`src/logic/brake_seq_params.svh`:
```
// Offsets, field positions, reset values and timing counts of the brake and alarm sequencer
`ifndef BRAKE_SEQ_PARAMS_SVH
`define BRAKE_SEQ_PARAMS_SVH

// ------------------------------------------------------------------
// Register offsets (word register file, 4-bit address)
// ------------------------------------------------------------------
`define REG_CTRL 4'h0
`define REG_DELAY 4'h1
`define REG_SPEED 4'h2
`define REG_TIMEOUT 4'h3
`define REG_STATUS 4'h4

// ------------------------------------------------------------------
// Control register fields
// ------------------------------------------------------------------
`define CTRL_BRAKE_FITTED 0
`define CTRL_ENC_HOLD 1
`define CTRL_ROUTE_LO 2
`define CTRL_ROUTE_HI 3
`define CTRL_CLEAR 4

// ------------------------------------------------------------------
// Status register fields
// ------------------------------------------------------------------
`define STAT_STATE_LO 0
`define STAT_STATE_HI 3
`define STAT_MOTOR_EN 4
`define STAT_BRAKE_REL 5
`define STAT_ALARM 6
`define STAT_ENC_ALARM 7
`define STAT_CODE_LO 8
`define STAT_CODE_HI 10

// ------------------------------------------------------------------
// Reset values and setting limits
// ------------------------------------------------------------------
`define CTRL_RESET 8'h00
`define DELAY_RESET 6'h00
`define DELAY_MAX 6'h32
`define SPEED_RESET 14'h0064
`define SPEED_MAX 14'h2710
`define TIMEOUT_RESET 7'h32
`define TIMEOUT_MAX 7'h64
`define MOTOR_MAX_RPM 14'h1770

// ------------------------------------------------------------------
// Timing
// ------------------------------------------------------------------
`define CLK_PERIOD_NS 20
`define TICK_TIME_MS 10
`define TICK_CYCLES ((`TICK_TIME_MS * 1000000) / `CLK_PERIOD_NS)

`endif

```
`src/logic/brake_seq_pkg.sv`:
```
// Types shared by the brake and alarm sequencer
package brake_seq_pkg;

   typedef logic [13:0] speed_t;
   typedef logic [2:0] code_t;
   typedef logic [3:0] addr_t;
   typedef logic [15:0] data_t;
   typedef logic [6:0] ticks_t;

   typedef enum logic [3:0] {
      ST_OFF = 4'h1,
      ST_ON = 4'h2,
      ST_STOP_DELAY = 4'h4,
      ST_RUN_OFF = 4'h8
   } seq_state_t;

endpackage : brake_seq_pkg

```
`src/logic/brake_timer_if.sv`:
```
// Load and expiry signals between the sequencer and its 10 ms timer
interface brake_timer_if;
   import brake_seq_pkg::*;

   logic load;
   ticks_t load_ticks;
   logic expired;

   modport seq (output load, output load_ticks, input expired);
   modport timer (input load, input load_ticks, output expired);

endinterface : brake_timer_if

```
`src/logic/brake_alarm_seq.sv`:
```
// Holding-brake interlock and alarm sequencer with its register file
`include "brake_seq_params.svh"

module brake_alarm_seq #(
   parameter int TICK_CYCLES = `TICK_CYCLES,
   parameter brake_seq_pkg::speed_t MOTOR_MAX_RPM = `MOTOR_MAX_RPM
) (
   input wire logic sys_clk_i,
   input wire logic sys_rst_i,
   input wire logic servo_on_n_i,
   input wire logic alarm_clear_in_i,
   input wire logic panel_clear_i,
   input wire logic alarm_event_i,
   input wire brake_seq_pkg::code_t alarm_type_i,
   input wire logic alarm_encoder_i,
   input wire brake_seq_pkg::speed_t motor_speed_i,
   input wire logic [2:0] other_status_on_i,
   input wire brake_seq_pkg::addr_t reg_addr_i,
   input wire brake_seq_pkg::data_t reg_wdata_i,
   input wire logic reg_wr_i,
   input wire logic reg_rd_i,
   output brake_seq_pkg::data_t reg_rdata_o,
   output logic motor_output_en_o,
   output logic [2:0] output_circuit_n_o,
   output logic alarm_status_out_o,
   output logic alarm_code_bit0_o,
   output logic alarm_code_bit1_o,
   output logic alarm_code_bit2_o
);
   import brake_seq_pkg::*;

   brake_timer_if tmr_if ();

   brake_timer #(
      .TICK_CYCLES(TICK_CYCLES)
   ) u_timer (
      .sys_clk_i(sys_clk_i),
      .sys_rst_i(sys_rst_i),
      .tmr(tmr_if.timer)
   );

   // ------------------------------------------------------------------
   // Pin synchronisers
   // ------------------------------------------------------------------
   logic son_s1_r, son_s2_r, clr_s1_r, clr_s2_r;

   always_ff @(posedge sys_clk_i or posedge sys_rst_i) begin
      if (sys_rst_i) begin
         son_s1_r <= 1'b1;
         son_s2_r <= 1'b1;
         clr_s1_r <= 1'b0;
         clr_s2_r <= 1'b0;
      end else begin
         son_s1_r <= servo_on_n_i;
         son_s2_r <= son_s1_r;
         clr_s1_r <= alarm_clear_in_i;
         clr_s2_r <= clr_s1_r;
      end
   end

   // ------------------------------------------------------------------
   // Register file
   // ------------------------------------------------------------------
   logic brake_fitted_r, brake_fitted_nxt;
   logic enc_hold_r, enc_hold_nxt;
   logic [1:0] brake_output_route_r, brake_output_route_nxt;
   logic [5:0] brake_to_servo_off_delay_r, brake_to_servo_off_delay_nxt;
   speed_t brake_speed_threshold_r, brake_speed_threshold_nxt;
   ticks_t brake_run_timeout_r, brake_run_timeout_nxt;
   logic sw_clear;
   data_t rdata_r, rdata_nxt;
   data_t status_word;

   seq_state_t state_r, state_nxt;
   logic motor_en_r, motor_en_nxt;
   logic brake_rel_r, brake_rel_nxt;
   logic alarm_r, alarm_nxt;
   logic enc_alarm_r, enc_alarm_nxt;
   code_t code_r, code_nxt;

   always_comb begin
      status_word = 16'h0000;
      status_word[`STAT_STATE_HI:`STAT_STATE_LO] = state_r;
      status_word[`STAT_MOTOR_EN] = motor_en_r;
      status_word[`STAT_BRAKE_REL] = brake_rel_r;
      status_word[`STAT_ALARM] = alarm_r;
      status_word[`STAT_ENC_ALARM] = enc_alarm_r;
      status_word[`STAT_CODE_HI:`STAT_CODE_LO] = code_r;
   end

   always_comb begin
      brake_fitted_nxt = brake_fitted_r;
      enc_hold_nxt = enc_hold_r;
      brake_output_route_nxt = brake_output_route_r;
      brake_to_servo_off_delay_nxt = brake_to_servo_off_delay_r;
      brake_speed_threshold_nxt = brake_speed_threshold_r;
      brake_run_timeout_nxt = brake_run_timeout_r;
      sw_clear = 1'b0;
      rdata_nxt = 16'h0000;
      if (reg_wr_i) begin
         case (reg_addr_i)
            `REG_CTRL: begin
               brake_fitted_nxt = reg_wdata_i[`CTRL_BRAKE_FITTED];
               enc_hold_nxt = reg_wdata_i[`CTRL_ENC_HOLD];
               brake_output_route_nxt = reg_wdata_i[`CTRL_ROUTE_HI:`CTRL_ROUTE_LO];
               sw_clear = reg_wdata_i[`CTRL_CLEAR];
            end
            `REG_DELAY: begin
               // Out-of-range writes saturate so the timer never sees a bad value
               brake_to_servo_off_delay_nxt = (reg_wdata_i[5:0] > `DELAY_MAX) ?
                  `DELAY_MAX : reg_wdata_i[5:0];
            end
            `REG_SPEED: begin
               brake_speed_threshold_nxt = (reg_wdata_i[13:0] > `SPEED_MAX) ?
                  `SPEED_MAX : reg_wdata_i[13:0];
            end
            `REG_TIMEOUT: begin
               brake_run_timeout_nxt = (reg_wdata_i[6:0] > `TIMEOUT_MAX) ?
                  `TIMEOUT_MAX : reg_wdata_i[6:0];
            end
            default: begin
            end
         endcase
      end
      if (reg_rd_i) begin
         case (reg_addr_i)
            `REG_CTRL: begin
               rdata_nxt = {12'h000, brake_output_route_r, enc_hold_r, brake_fitted_r};
            end
            `REG_DELAY: begin
               rdata_nxt = {10'h000, brake_to_servo_off_delay_r};
            end
            `REG_SPEED: begin
               rdata_nxt = {2'h0, brake_speed_threshold_r};
            end
            `REG_TIMEOUT: begin
               rdata_nxt = {9'h000, brake_run_timeout_r};
            end
            `REG_STATUS: begin
               rdata_nxt = status_word;
            end
            default: begin
               rdata_nxt = 16'h0000;
            end
         endcase
      end
   end

   always_ff @(posedge sys_clk_i or posedge sys_rst_i) begin
      if (sys_rst_i) begin
         brake_fitted_r <= 1'(`CTRL_RESET >> `CTRL_BRAKE_FITTED);
         enc_hold_r <= 1'b0;
         brake_output_route_r <= 2'h0;
         brake_to_servo_off_delay_r <= `DELAY_RESET;
         brake_speed_threshold_r <= `SPEED_RESET;
         brake_run_timeout_r <= `TIMEOUT_RESET;
         rdata_r <= 16'h0000;
      end else begin
         brake_fitted_r <= brake_fitted_nxt;
         enc_hold_r <= enc_hold_nxt;
         brake_output_route_r <= brake_output_route_nxt;
         brake_to_servo_off_delay_r <= brake_to_servo_off_delay_nxt;
         brake_speed_threshold_r <= brake_speed_threshold_nxt;
         brake_run_timeout_r <= brake_run_timeout_nxt;
         rdata_r <= rdata_nxt;
      end
   end

   assign reg_rdata_o = rdata_r;

   // ------------------------------------------------------------------
   // Alarm latch
   // ------------------------------------------------------------------
   logic any_clear;

   always_comb begin
      any_clear = clr_s2_r | panel_clear_i | sw_clear;
      alarm_nxt = alarm_r;
      enc_alarm_nxt = enc_alarm_r;
      code_nxt = code_r;
      // An encoder alarm held by policy survives every clear but reset
      if (any_clear && !(enc_alarm_r && enc_hold_r)) begin
         alarm_nxt = 1'b0;
         enc_alarm_nxt = 1'b0;
         code_nxt = 3'h0;
      end
      // A new alarm wins over a clear in the same cycle
      if (alarm_event_i) begin
         alarm_nxt = 1'b1;
         enc_alarm_nxt = alarm_encoder_i | (enc_alarm_r & alarm_r & enc_hold_r);
         code_nxt = alarm_type_i;
      end
   end

   always_ff @(posedge sys_clk_i or posedge sys_rst_i) begin
      if (sys_rst_i) begin
         alarm_r <= 1'b0;
         enc_alarm_r <= 1'b0;
         code_r <= 3'h0;
      end else begin
         alarm_r <= alarm_nxt;
         enc_alarm_r <= enc_alarm_nxt;
         code_r <= code_nxt;
      end
   end

   // ------------------------------------------------------------------
   // Brake sequencer
   // ------------------------------------------------------------------
   speed_t eff_threshold;
   logic slow;
   logic servo_req;
   logic alarm_act;

   always_comb begin
      eff_threshold = (brake_speed_threshold_r > MOTOR_MAX_RPM) ?
         MOTOR_MAX_RPM : brake_speed_threshold_r;
      slow = (motor_speed_i < eff_threshold);
      servo_req = ~son_s2_r;
      alarm_act = alarm_r | alarm_event_i;
      state_nxt = state_r;
      tmr_if.load = 1'b0;
      tmr_if.load_ticks = 7'h00;
      case (state_r)
         ST_OFF: begin
            if (servo_req && !alarm_act) begin
               state_nxt = ST_ON;
            end
         end
         ST_ON: begin
            if (alarm_act) begin
               // Power to the motor is cut now; the brake waits for the shaft
               state_nxt = slow ? ST_OFF : ST_RUN_OFF;
               tmr_if.load = !slow;
               tmr_if.load_ticks = brake_run_timeout_r;
            end else if (!servo_req) begin
               if (!slow) begin
                  state_nxt = ST_RUN_OFF;
                  tmr_if.load = 1'b1;
                  tmr_if.load_ticks = brake_run_timeout_r;
               end else if (brake_to_servo_off_delay_r == 6'h00) begin
                  state_nxt = ST_OFF;
               end else begin
                  state_nxt = ST_STOP_DELAY;
                  tmr_if.load = 1'b1;
                  tmr_if.load_ticks = {1'b0, brake_to_servo_off_delay_r};
               end
            end
         end
         ST_STOP_DELAY: begin
            if (alarm_act || tmr_if.expired) begin
               state_nxt = ST_OFF;
            end
         end
         ST_RUN_OFF: begin
            if (slow || tmr_if.expired) begin
               state_nxt = ST_OFF;
            end
         end
         default: begin
            state_nxt = ST_OFF;
         end
      endcase
      motor_en_nxt = (state_nxt == ST_ON) || (state_nxt == ST_STOP_DELAY);
      brake_rel_nxt = brake_fitted_r &&
         ((state_nxt == ST_ON) || (state_nxt == ST_RUN_OFF));
   end

   always_ff @(posedge sys_clk_i or posedge sys_rst_i) begin
      if (sys_rst_i) begin
         state_r <= ST_OFF;
         motor_en_r <= 1'b0;
         brake_rel_r <= 1'b0;
      end else begin
         state_r <= state_nxt;
         motor_en_r <= motor_en_nxt;
         brake_rel_r <= brake_rel_nxt;
      end
   end

   // ------------------------------------------------------------------
   // Output circuits and alarm pins
   // ------------------------------------------------------------------
   logic [2:0] circuit_n_r, circuit_n_nxt;
   logic alarm_pin_r;
   code_t code_pin_r;

   genvar gi;
   generate
      for (gi = 0; gi < 3; gi++) begin : g_circuit
         // Closed (low) when any signal routed here is on
         always_comb begin
            circuit_n_nxt[gi] = ~((brake_rel_nxt && (brake_output_route_r == 2'(gi + 1))) ||
               other_status_on_i[gi]);
         end
      end
   endgenerate

   always_ff @(posedge sys_clk_i or posedge sys_rst_i) begin
      if (sys_rst_i) begin
         circuit_n_r <= 3'h7;
         alarm_pin_r <= 1'b0;
         code_pin_r <= 3'h0;
      end else begin
         circuit_n_r <= circuit_n_nxt;
         alarm_pin_r <= alarm_nxt;
         code_pin_r <= code_nxt;
      end
   end

   assign motor_output_en_o = motor_en_r;
   assign output_circuit_n_o = circuit_n_r;
   assign alarm_status_out_o = alarm_pin_r;
   assign alarm_code_bit0_o = code_pin_r[0];
   assign alarm_code_bit1_o = code_pin_r[1];
   assign alarm_code_bit2_o = code_pin_r[2];

endmodule : brake_alarm_seq

```
`src/logic/brake_timer.sv`:
```
// Loadable down counter in 10 ms ticks
`include "brake_seq_params.svh"
module brake_timer #(
   parameter int TICK_CYCLES = `TICK_CYCLES
) (
   input wire logic sys_clk_i,
   input wire logic sys_rst_i,
   brake_timer_if.timer tmr
);
   import brake_seq_pkg::*;

   logic [31:0] pre_r, pre_nxt;
   ticks_t cnt_r, cnt_nxt;
   logic run_r, run_nxt;

   // ------------------------------------------------------------------
   // Counter
   // ------------------------------------------------------------------
   // Loading restarts the prescaler so a delay of N is exactly N ticks
   always_comb begin
      pre_nxt = pre_r;
      cnt_nxt = cnt_r;
      run_nxt = run_r;
      if (tmr.load) begin
         pre_nxt = 32'h0;
         cnt_nxt = tmr.load_ticks;
         run_nxt = (tmr.load_ticks != 7'h00);
      end else if (run_r) begin
         if (pre_r == 32'(TICK_CYCLES - 1)) begin
            pre_nxt = 32'h0;
            cnt_nxt = cnt_r - 7'h01;
            if (cnt_r == 7'h01) begin
               run_nxt = 1'b0;
            end
         end else begin
            pre_nxt = pre_r + 32'h1;
         end
      end
   end

   always_ff @(posedge sys_clk_i or posedge sys_rst_i) begin
      if (sys_rst_i) begin
         pre_r <= 32'h0;
         cnt_r <= 7'h00;
         run_r <= 1'b0;
      end else begin
         pre_r <= pre_nxt;
         cnt_r <= cnt_nxt;
         run_r <= run_nxt;
      end
   end

   assign tmr.expired = ~run_r;

endmodule : brake_timer

```
`config.mk`:
```
export PLATFORM = sky130hd
export DESIGN_NAME = brake_alarm_seq
export DESIGN_NICKNAME = d
export VERILOG_FILES = /design/src/logic/brake_seq_pkg.sv /design/src/logic/brake_timer_if.sv /design/src/logic/brake_alarm_seq.sv /design/src/logic/brake_timer.sv
export VERILOG_INCLUDE_DIRS = /design/src /design/src/logic
export SDC_FILE = /design/constraint.sdc
export NUM_CORES = 1
export LEC_CHECK = 0
export BUFFER_PORTS_ARGS = -buffer_cell sky130_fd_sc_hd__buf_2
export CORE_MARGIN = 10
export CORE_UTILIZATION = 40
export CTS_BUF_LIST = sky130_fd_sc_hd__clkbuf_2
export CTS_CLUSTER_DIAMETER = 80
export DETAILED_ROUTE_END_ITERATION = 12
export SYNTH_ARGS = -nofsm -noshare
export SYNTH_HDL_FRONTEND = slang
export SYNTH_SLANG_ARGS = --single-unit
```
`constraint.sdc`:
```
create_clock -name sys_clk_i -period 4.2 [get_ports sys_clk_i]
set_input_delay 1.26 -clock sys_clk_i [delete_from_list [all_inputs] [get_ports sys_clk_i]]
set_output_delay 1.26 -clock sys_clk_i [all_outputs]
set_load 0.01 [all_outputs]
```
# After elaboration in Yosys (flattened, before gate mapping)
# Index checks and enable logic that the tools add are counted.
word_totals:
  register_bits: 105
  latch_bits: 0
  ramBits: 0
  romBits: 0
  in_bits: 49
  output_inout_bits: 24
  word_cells: 125
  mem_count: 0
classes:
  n_addsub: 2
  mul: 0
  n_div: 0
  order_cmp: 5
  n_eq_ne: 16
  shift: 0
  mux: 42
  bitwise_logic: 11
  reduce_logical: 28
ops:
  columns: ["op", "n"]
  rows:
  - ["2-to-1 mux 32 bit", 3]
  - ["one-hot mux 14 bit (5 select lines)", 1]
  - ["2-to-1 mux 7 bit", 8]
  - ["2-to-1 mux 14 bit", 3]
  - ["adder 32 x 1 -> 32 bit, second input constant", 1]
  - ["equality test 32 x 19 -> 1 bit, second input constant", 1]
  - ["2-to-1 mux 4 bit", 7]
  - ["equality test 4 x 2 -> 1 bit, second input constant", 4]
  - ["one-hot mux 4 bit (4 select lines)", 1]
  - ["greater-than comparator 14 x 13 -> 1 bit, second input constant", 1]
  - ["greater-than comparator 14 bit, second input constant", 1]
  - ["< comparator 14 bit", 1]
  - ["2-to-1 mux 1 bit", 14]
  - ["equality test 4 x 3 -> 1 bit, second input constant", 3]
  - ["2-to-1 mux 6 bit", 2]
  - ["AND reduction 2 bit", 5]
  - ["2-to-1 mux 3 bit", 3]
  - ["equality test 4 x 1 -> 1 bit, second input constant", 2]
  - ["equality test 4 bit, second input constant", 2]
  - ["equality test 7 x 1 -> 1 bit, second input constant", 1]
  - ["greater-than comparator 7 bit, second input constant", 1]
  - ["logical AND 1 bit", 7]
  - ["logical OR 1 bit", 7]
  - ["nonzero test 7 bit", 1]
  - ["11 further kinds", 24]

# Depth between registers and ports, before layout
logic_depth:
  ltp_word: 13
  depth_mapped: 14
  ltp_nobuf: 13

# Modules after synthesis
# From an unflattened synthesis, not the netlist that was laid out.
unflattened:
  cells_unflattened: 588
  area_unflattened_um2: 5801.8
modules_own_cells:
  columns: ["module", "n_inst", "cells_each", "area_per_inst_um2"]
  rows:
  - ["brake_alarm_seq", 1, 327, 3335.7]
  - ["brake_timer", 1, 261, 2466.1]

# Worst setup path before layout
# Ideal clock, no wire load.
synth_path:
  kind: "reg-to-reg"
  from: "register brake_speed_threshold_r[5]"
  to: "register u_timer.run_r"
  setup_ns: 0.124
  t_arrival_ns: 3.263
  required_ns: 4.076
  setup_slack_ns: 0.813
  stages_incl_launch_ff: 15
  path_buffers: 1
  path_cell_list: "dfstp_2 > nand3_1 > nor2_1 > nor2_1 > o21ai_0 > nor2_1 > ha_1 > nand3_1 > o221ai_1 > a221oi_2 > and2_1 > buf_6 > mux2i_1 > a21boi_1 > o31a_1"
synth_between:
  elab_chain_cells: 9
  word_cells_on_any_way: 14
synth_rtl:
  columns: ["item", "line", "rtl"]
  rows:
  - ["start, declared", "brake_alarm_seq.sv:68", "speed_t brake_speed_threshold_r, brake_speed_threshold_nxt;"]
  - ["start signal, assigned", "brake_alarm_seq.sv:155", "brake_speed_threshold_r <= `SPEED_RESET;"]
  - ["start signal, assigned", "brake_alarm_seq.sv:163", "brake_speed_threshold_r <= brake_speed_threshold_nxt;"]
  - ["greater-than comparator 14 x 13 -> 1 bit", "brake_alarm_seq.sv:216", "eff_threshold = (brake_speed_threshold_r > MOTOR_MAX_RPM) ?"]
  - ["2-to-1 mux 14 bit (*)", "brake_alarm_seq.sv:216", null]
  - ["< comparator 14 bit (*)", "brake_alarm_seq.sv:218", "slow = (motor_speed_i < eff_threshold);"]
  - ["2-to-1 mux 7 bit", "brake_alarm_seq.sv:237", "if (!slow) begin"]
  - ["2-to-1 mux 7 bit", "brake_alarm_seq.sv:236", "end else if (!servo_req) begin"]
  - ["2-to-1 mux 7 bit", "brake_alarm_seq.sv:231", "if (alarm_act) begin"]
  - ["2-to-1 mux 7 bit", "brake_alarm_seq.sv:224", "case (state_r)"]
  - ["nonzero test 7 bit", "brake_timer.sv:27", "run_nxt = (tmr.load_ticks != 7'h00);"]
  - ["2-to-1 mux 1 bit (*)", "brake_timer.sv:24", "if (tmr.load) begin"]
  - ["via u_timer.run_nxt", "brake_timer.sv:14", "logic run_r, run_nxt;"]
  - ["end signal, assigned", "brake_timer.sv:49", "run_r <= run_nxt;"]
  - ["end, declared", "brake_timer.sv:14", null]
# Mark *: on every way through the listed nets, which the timed path passes. The rest lies on a longest branch.
# A chain may end at the register's enable or synchronous reset.

# Final worst setup path
layout_path:
  from: "register brake_speed_threshold_r[2]"
  to: "register u_timer.pre_r[6]"
layout_between:
  elab_chain_cells: 8
  word_cells_on_any_way: 10
layout_rtl:
  columns: ["item", "line", "rtl"]
  rows:
  - ["greater-than comparator 14 x 13 -> 1 bit", "brake_alarm_seq.sv:216", null]
  - ["2-to-1 mux 14 bit (*)", "brake_alarm_seq.sv:216", null]
  - ["< comparator 14 bit (*)", "brake_alarm_seq.sv:218", null]
  - ["2-to-1 mux 1 bit", "brake_alarm_seq.sv:237", null]
  - ["2-to-1 mux 1 bit", "brake_alarm_seq.sv:236", null]
  - ["2-to-1 mux 1 bit (*)", "brake_alarm_seq.sv:231", null]
  - ["2-to-1 mux 1 bit (*)", "brake_alarm_seq.sv:224", null]
  - ["2-to-1 mux 32 bit / nonzero test 2 bit (equally long branches)", null, null]
  - ["end signal, assigned", "brake_timer.sv:47", "pre_r <= pre_nxt;"]
  - ["end, declared", "brake_timer.sv:12", "logic [31:0] pre_r, pre_nxt;"]
# Mark *: on every way between the ends. The rest lies on a longest branch, timed or not.

==> impl_metrics.toml <==
[floorplanning]
start_util_pct = 40.62
num_io_pins = 73
die_w_um = 138.5
fp.dieArea_mm2 = 0.01918
row_count = 43
die_h_um = 138.5
coreArea_mm2 = 0.01383

[layout]
regArea_mm2 = 0.002592
nNetsFinal = 698
multi_input_area_mm2 = 0.002828
design_area_mm2 = 0.006211
nFillCells = 1351
areaGrowthSynthToFinish_pct = 10.58
num_antenna_cells = 0
drive_gt1_share_pct = 22.10

[yosys]
async_flop_share_pct = 100.0
synth.avg_cell_area_um2 = 9.871
ys_types = 63
yosys.area.top_type = "dfrtp_1"
yosysTopAreaCellShare_pct = 40.54
synthCells = 569
ys_seq_area_share_pct = 46.16
yosys_warnings = 0
synth_edf_count = 0
yosys-top-cells-area = "dfrtp_1, dfstp_2, xor2_1"
yosys_register_bits = 103
syn_area_mm2 = 0.005617
ys.flop_type = "dfrtp_1"

[timing]
finalSetupViolations = 0
max_freq_mhz = 259.1
maxSlewViolCount = 0
hold_viol_final = 0
setup-tns-final_ns = 0
worst_pin_slew_ns = 1.091
min_period_ns = 3.860
max_slew_margin_pct = 26.62
finalCritPeriodShare_pct = 91.91
fin_worst_skew_ns = 0.04627
rsz0062_at_grt = "false"

[placed_design]
hpwl_mm = 10.66
postPlaceCellArea_mm2 = 0.006131
port_buffers = 68
place_congestion = 0.8532

[global_route]
grt_pass1_vias = 4683
grt_overflow = 0
grt_first_pass_wirelength_mm = 24.14
antenna_found_initial = 0
grtUsageTotal_pct = 15.04
grt_max_degree = 75

[worst_setup_path]
critPathTopFamily = "compound AO/OA/AOI/OAI gates"
startpoint_type = "register"
cp.required_ns = 4.70
slowest_delay_ns = 0.64
cp_num_buf_inv = 3
reg2reg_from = "brake_speed_threshold_r[2]"
r2r_end = "u_timer.pre_r[6]"
cp_cell_sequence = "nor4_1, nor2_1, nor2_1, o21ai_0, buf_4, nor2_1, ha_1, a21oi_1, o21ai_0, a221oi_2, buf_4, a31oi_4, buf_4, o2111ai_1, xor2_1, nor2_1"
path_class = "reg -> reg"
worstRegToRegCells = 16
worst_path_most_repeated_cell = "nor2_1"
crit_path_end_kind = "register"
arrival_ns = 4.36
cp_slowest_cell = "dfstp_2"
critPathMaxFanout = 14
ff2ff_setup_slack_ns = 0.34

[drt]
via_count = 4555
ant_nets = 0
wirelength_mm = 14.46
drtIter0Drc = 369
wl_per_cell_um = 17.68
via_per_inst = 5.568
post-route-drc-count = 0
drtPass1Iterations = 5

[power_and_ir_drop]
p_leak_nw = 2.853
clockPowerShare_pct = 19.1
power_frac_seq_pct = 58.6
p_per_area_mw_per_mm2 = 342.7
pwr-share-comb_pct = 22.3
swShare_pct = 34.59
internal-power_w = 0.001392
vdd_drop_max_mv = 0.2749
p_sw_w = 0.0007362

[clock_tree]
ctsResizeCount = 0
cts_tree = "done"
htree_levels = 3
hold_buffers = 0
clockBufferDepth = 2
cts.sinks = 103
post-cts-setup-buffers = 0
insertion_delay_ns = 0.60
numCtsBuffers = 9
clk_pin_slew_ns = 0.28
cts_root_buffer = "clkbuf_2"

[worst_hold_path]
hold_path.class = "reg -> reg"
hold_depth = 0
holdPathEnd = "son_s2_r"
worstHoldStart = "son_s1_r"

[status]
outcome = "finished clean"

[run]
maxCapViolCount = 0
cells by family (layout without fill, tap and decap cells):
kind of cell	after synthesis	count (layout)	synth area share, %
AO/OA/AOI/OAI	134	134	17.64
multiplexers	14	14	2.762
buffers and inverters	40	108	3.676
other	2	3	0.1337
flip-flops	103	103	46.16
AND/OR/NAND/NOR	225	225	20.61
adder cells (fa/ha/maj)	16	16	3.564
XOR/XNOR	35	35	5.458
worst max path at each step:
stage,from,to,cells past startpoint,slack [ns]
2_1_floorplan,sys_rst_i,alarm_status_out_o,1,0.26
3_3_place_gp,brake_speed_threshold_r[2],u_timer.pre_r[8],16,0.46
3_5_place_dp,brake_speed_threshold_r[2],u_timer.pre_r[13],16,0.39
4_1_cts,brake_speed_threshold_r[2],u_timer.pre_r[13],16,0.34
5_1_grt,brake_speed_threshold_r[2],u_timer.pre_r[8],16,0.02
6_report,brake_speed_threshold_r[2],u_timer.pre_r[6],16,0.34
layer usage:
| layer | track usage, % | routed length [um] |
|---|---|---|
| met5 | 0 | 0 |
| met4 | 3.163 | 124 |
| met3 | 4.144 | 746 |
| met2 | 24.92 | 7044 |
| met1 | 19.12 | 6547 |
cell usage in the layout (no fill, tap or decap), types with 4 or more instances in the layout:
cell type	instances
dfrtp_1	91
nand2_1	70
buf_2	68
nor2_1	56
xor2_1	32
o21ai_0	26
a21oi_1	23
and3_1	20
ha_1	16
o2111ai_1	15
buf_4	14
nand3_1	13
o211ai_1	13
dfstp_2	12
mux2_2	11
nor4_1	11
clkbuf_2	11
inv_1	9
and2_1	9
a22oi_1	9
a22o_1	8
a222oi_1	7
a31oi_1	7
nand2b_1	6
or2_2	5
nand3b_1	4
nor3_1	4
o22a_1	4
power by group through the flow:
stage          registers, W  logic, W  clock network, W
3_5_place_dp        0.00126  0.000477                 0
3_3_place_gp        0.00126  0.000460                 0
5_1_grt             0.00127  0.000539          0.000461
6_report            0.00125  0.000475          0.000406
2_1_floorplan       0.00122  0.000356                 0
4_1_cts             0.00125  0.000480          0.000428
synthesized netlist by cell type, drive strengths merged (2+ instances only):
cell type	instances
or3	2
nand2	70
mux2i	2
nand2b	6
dfstp	12
and2	10
nand4	4
a21o	3
nor3	5
inv	10
o31ai	2
or2	5
a22o	8
and3	20
o22a	4
a22oi	9
nor4	12
xnor2	3
buf	13
o2111ai	15
nand3	13
dfrtp	91
a222oi	7
mux2	12
o21a	3
o211ai	13
and4	4
a31oi	8
nor2b	3
a21oi	25
ha	16
nand4b	3
o21ai	27
nor4b	4
xor2	32
conb	2
clkbuf	17
nor3b	2
a221oi	2
nand3b	4
nor2	56
state kept, by name, summed over array words and instances (netlist names), 2 cells and up:
name / count
brake_speed_threshold_r: 14
brake_run_timeout_r: 7
reg_rdata_o: 14
brake_output_route_r: 2
u_timer.pre_r: 32
code_pin_r: 3
output_circuit_n_o: 3
state_r: 4
brake_to_servo_off_delay_r: 6
u_timer.cnt_r: 7
metrics by stage:
step	utilization, %	power [W]	setup WS (ns)	hold slack (ns)	std cells
6_report	44.92	0.002129	0.3399	0.3510	818
5_1_grt	44.92	0.002268	0.02061	0.3612	818
4_1_cts	44.92	0.002153	0.3410	0.3613	818
3_5_place_dp	44.34	0.001740	0.3914	0.3465	802
3_3_place_gp	44.34	0.001720	0.4646	0.3381	802
2_1_floorplan	-	0.001574	0.2560	0.3312	570
layout make-up:
type	count	share of cell area (%)
Tap cell	180	3.626
Clock inverter	5	0.4029
Sequential cell	103	41.74
Clock buffer	11	0.8864
Inverter	10	0.6446
Timing Repair Buffer	82	7.172
Multi-Input combinational cell	427	45.53
(Power assumes the default switching activity.)
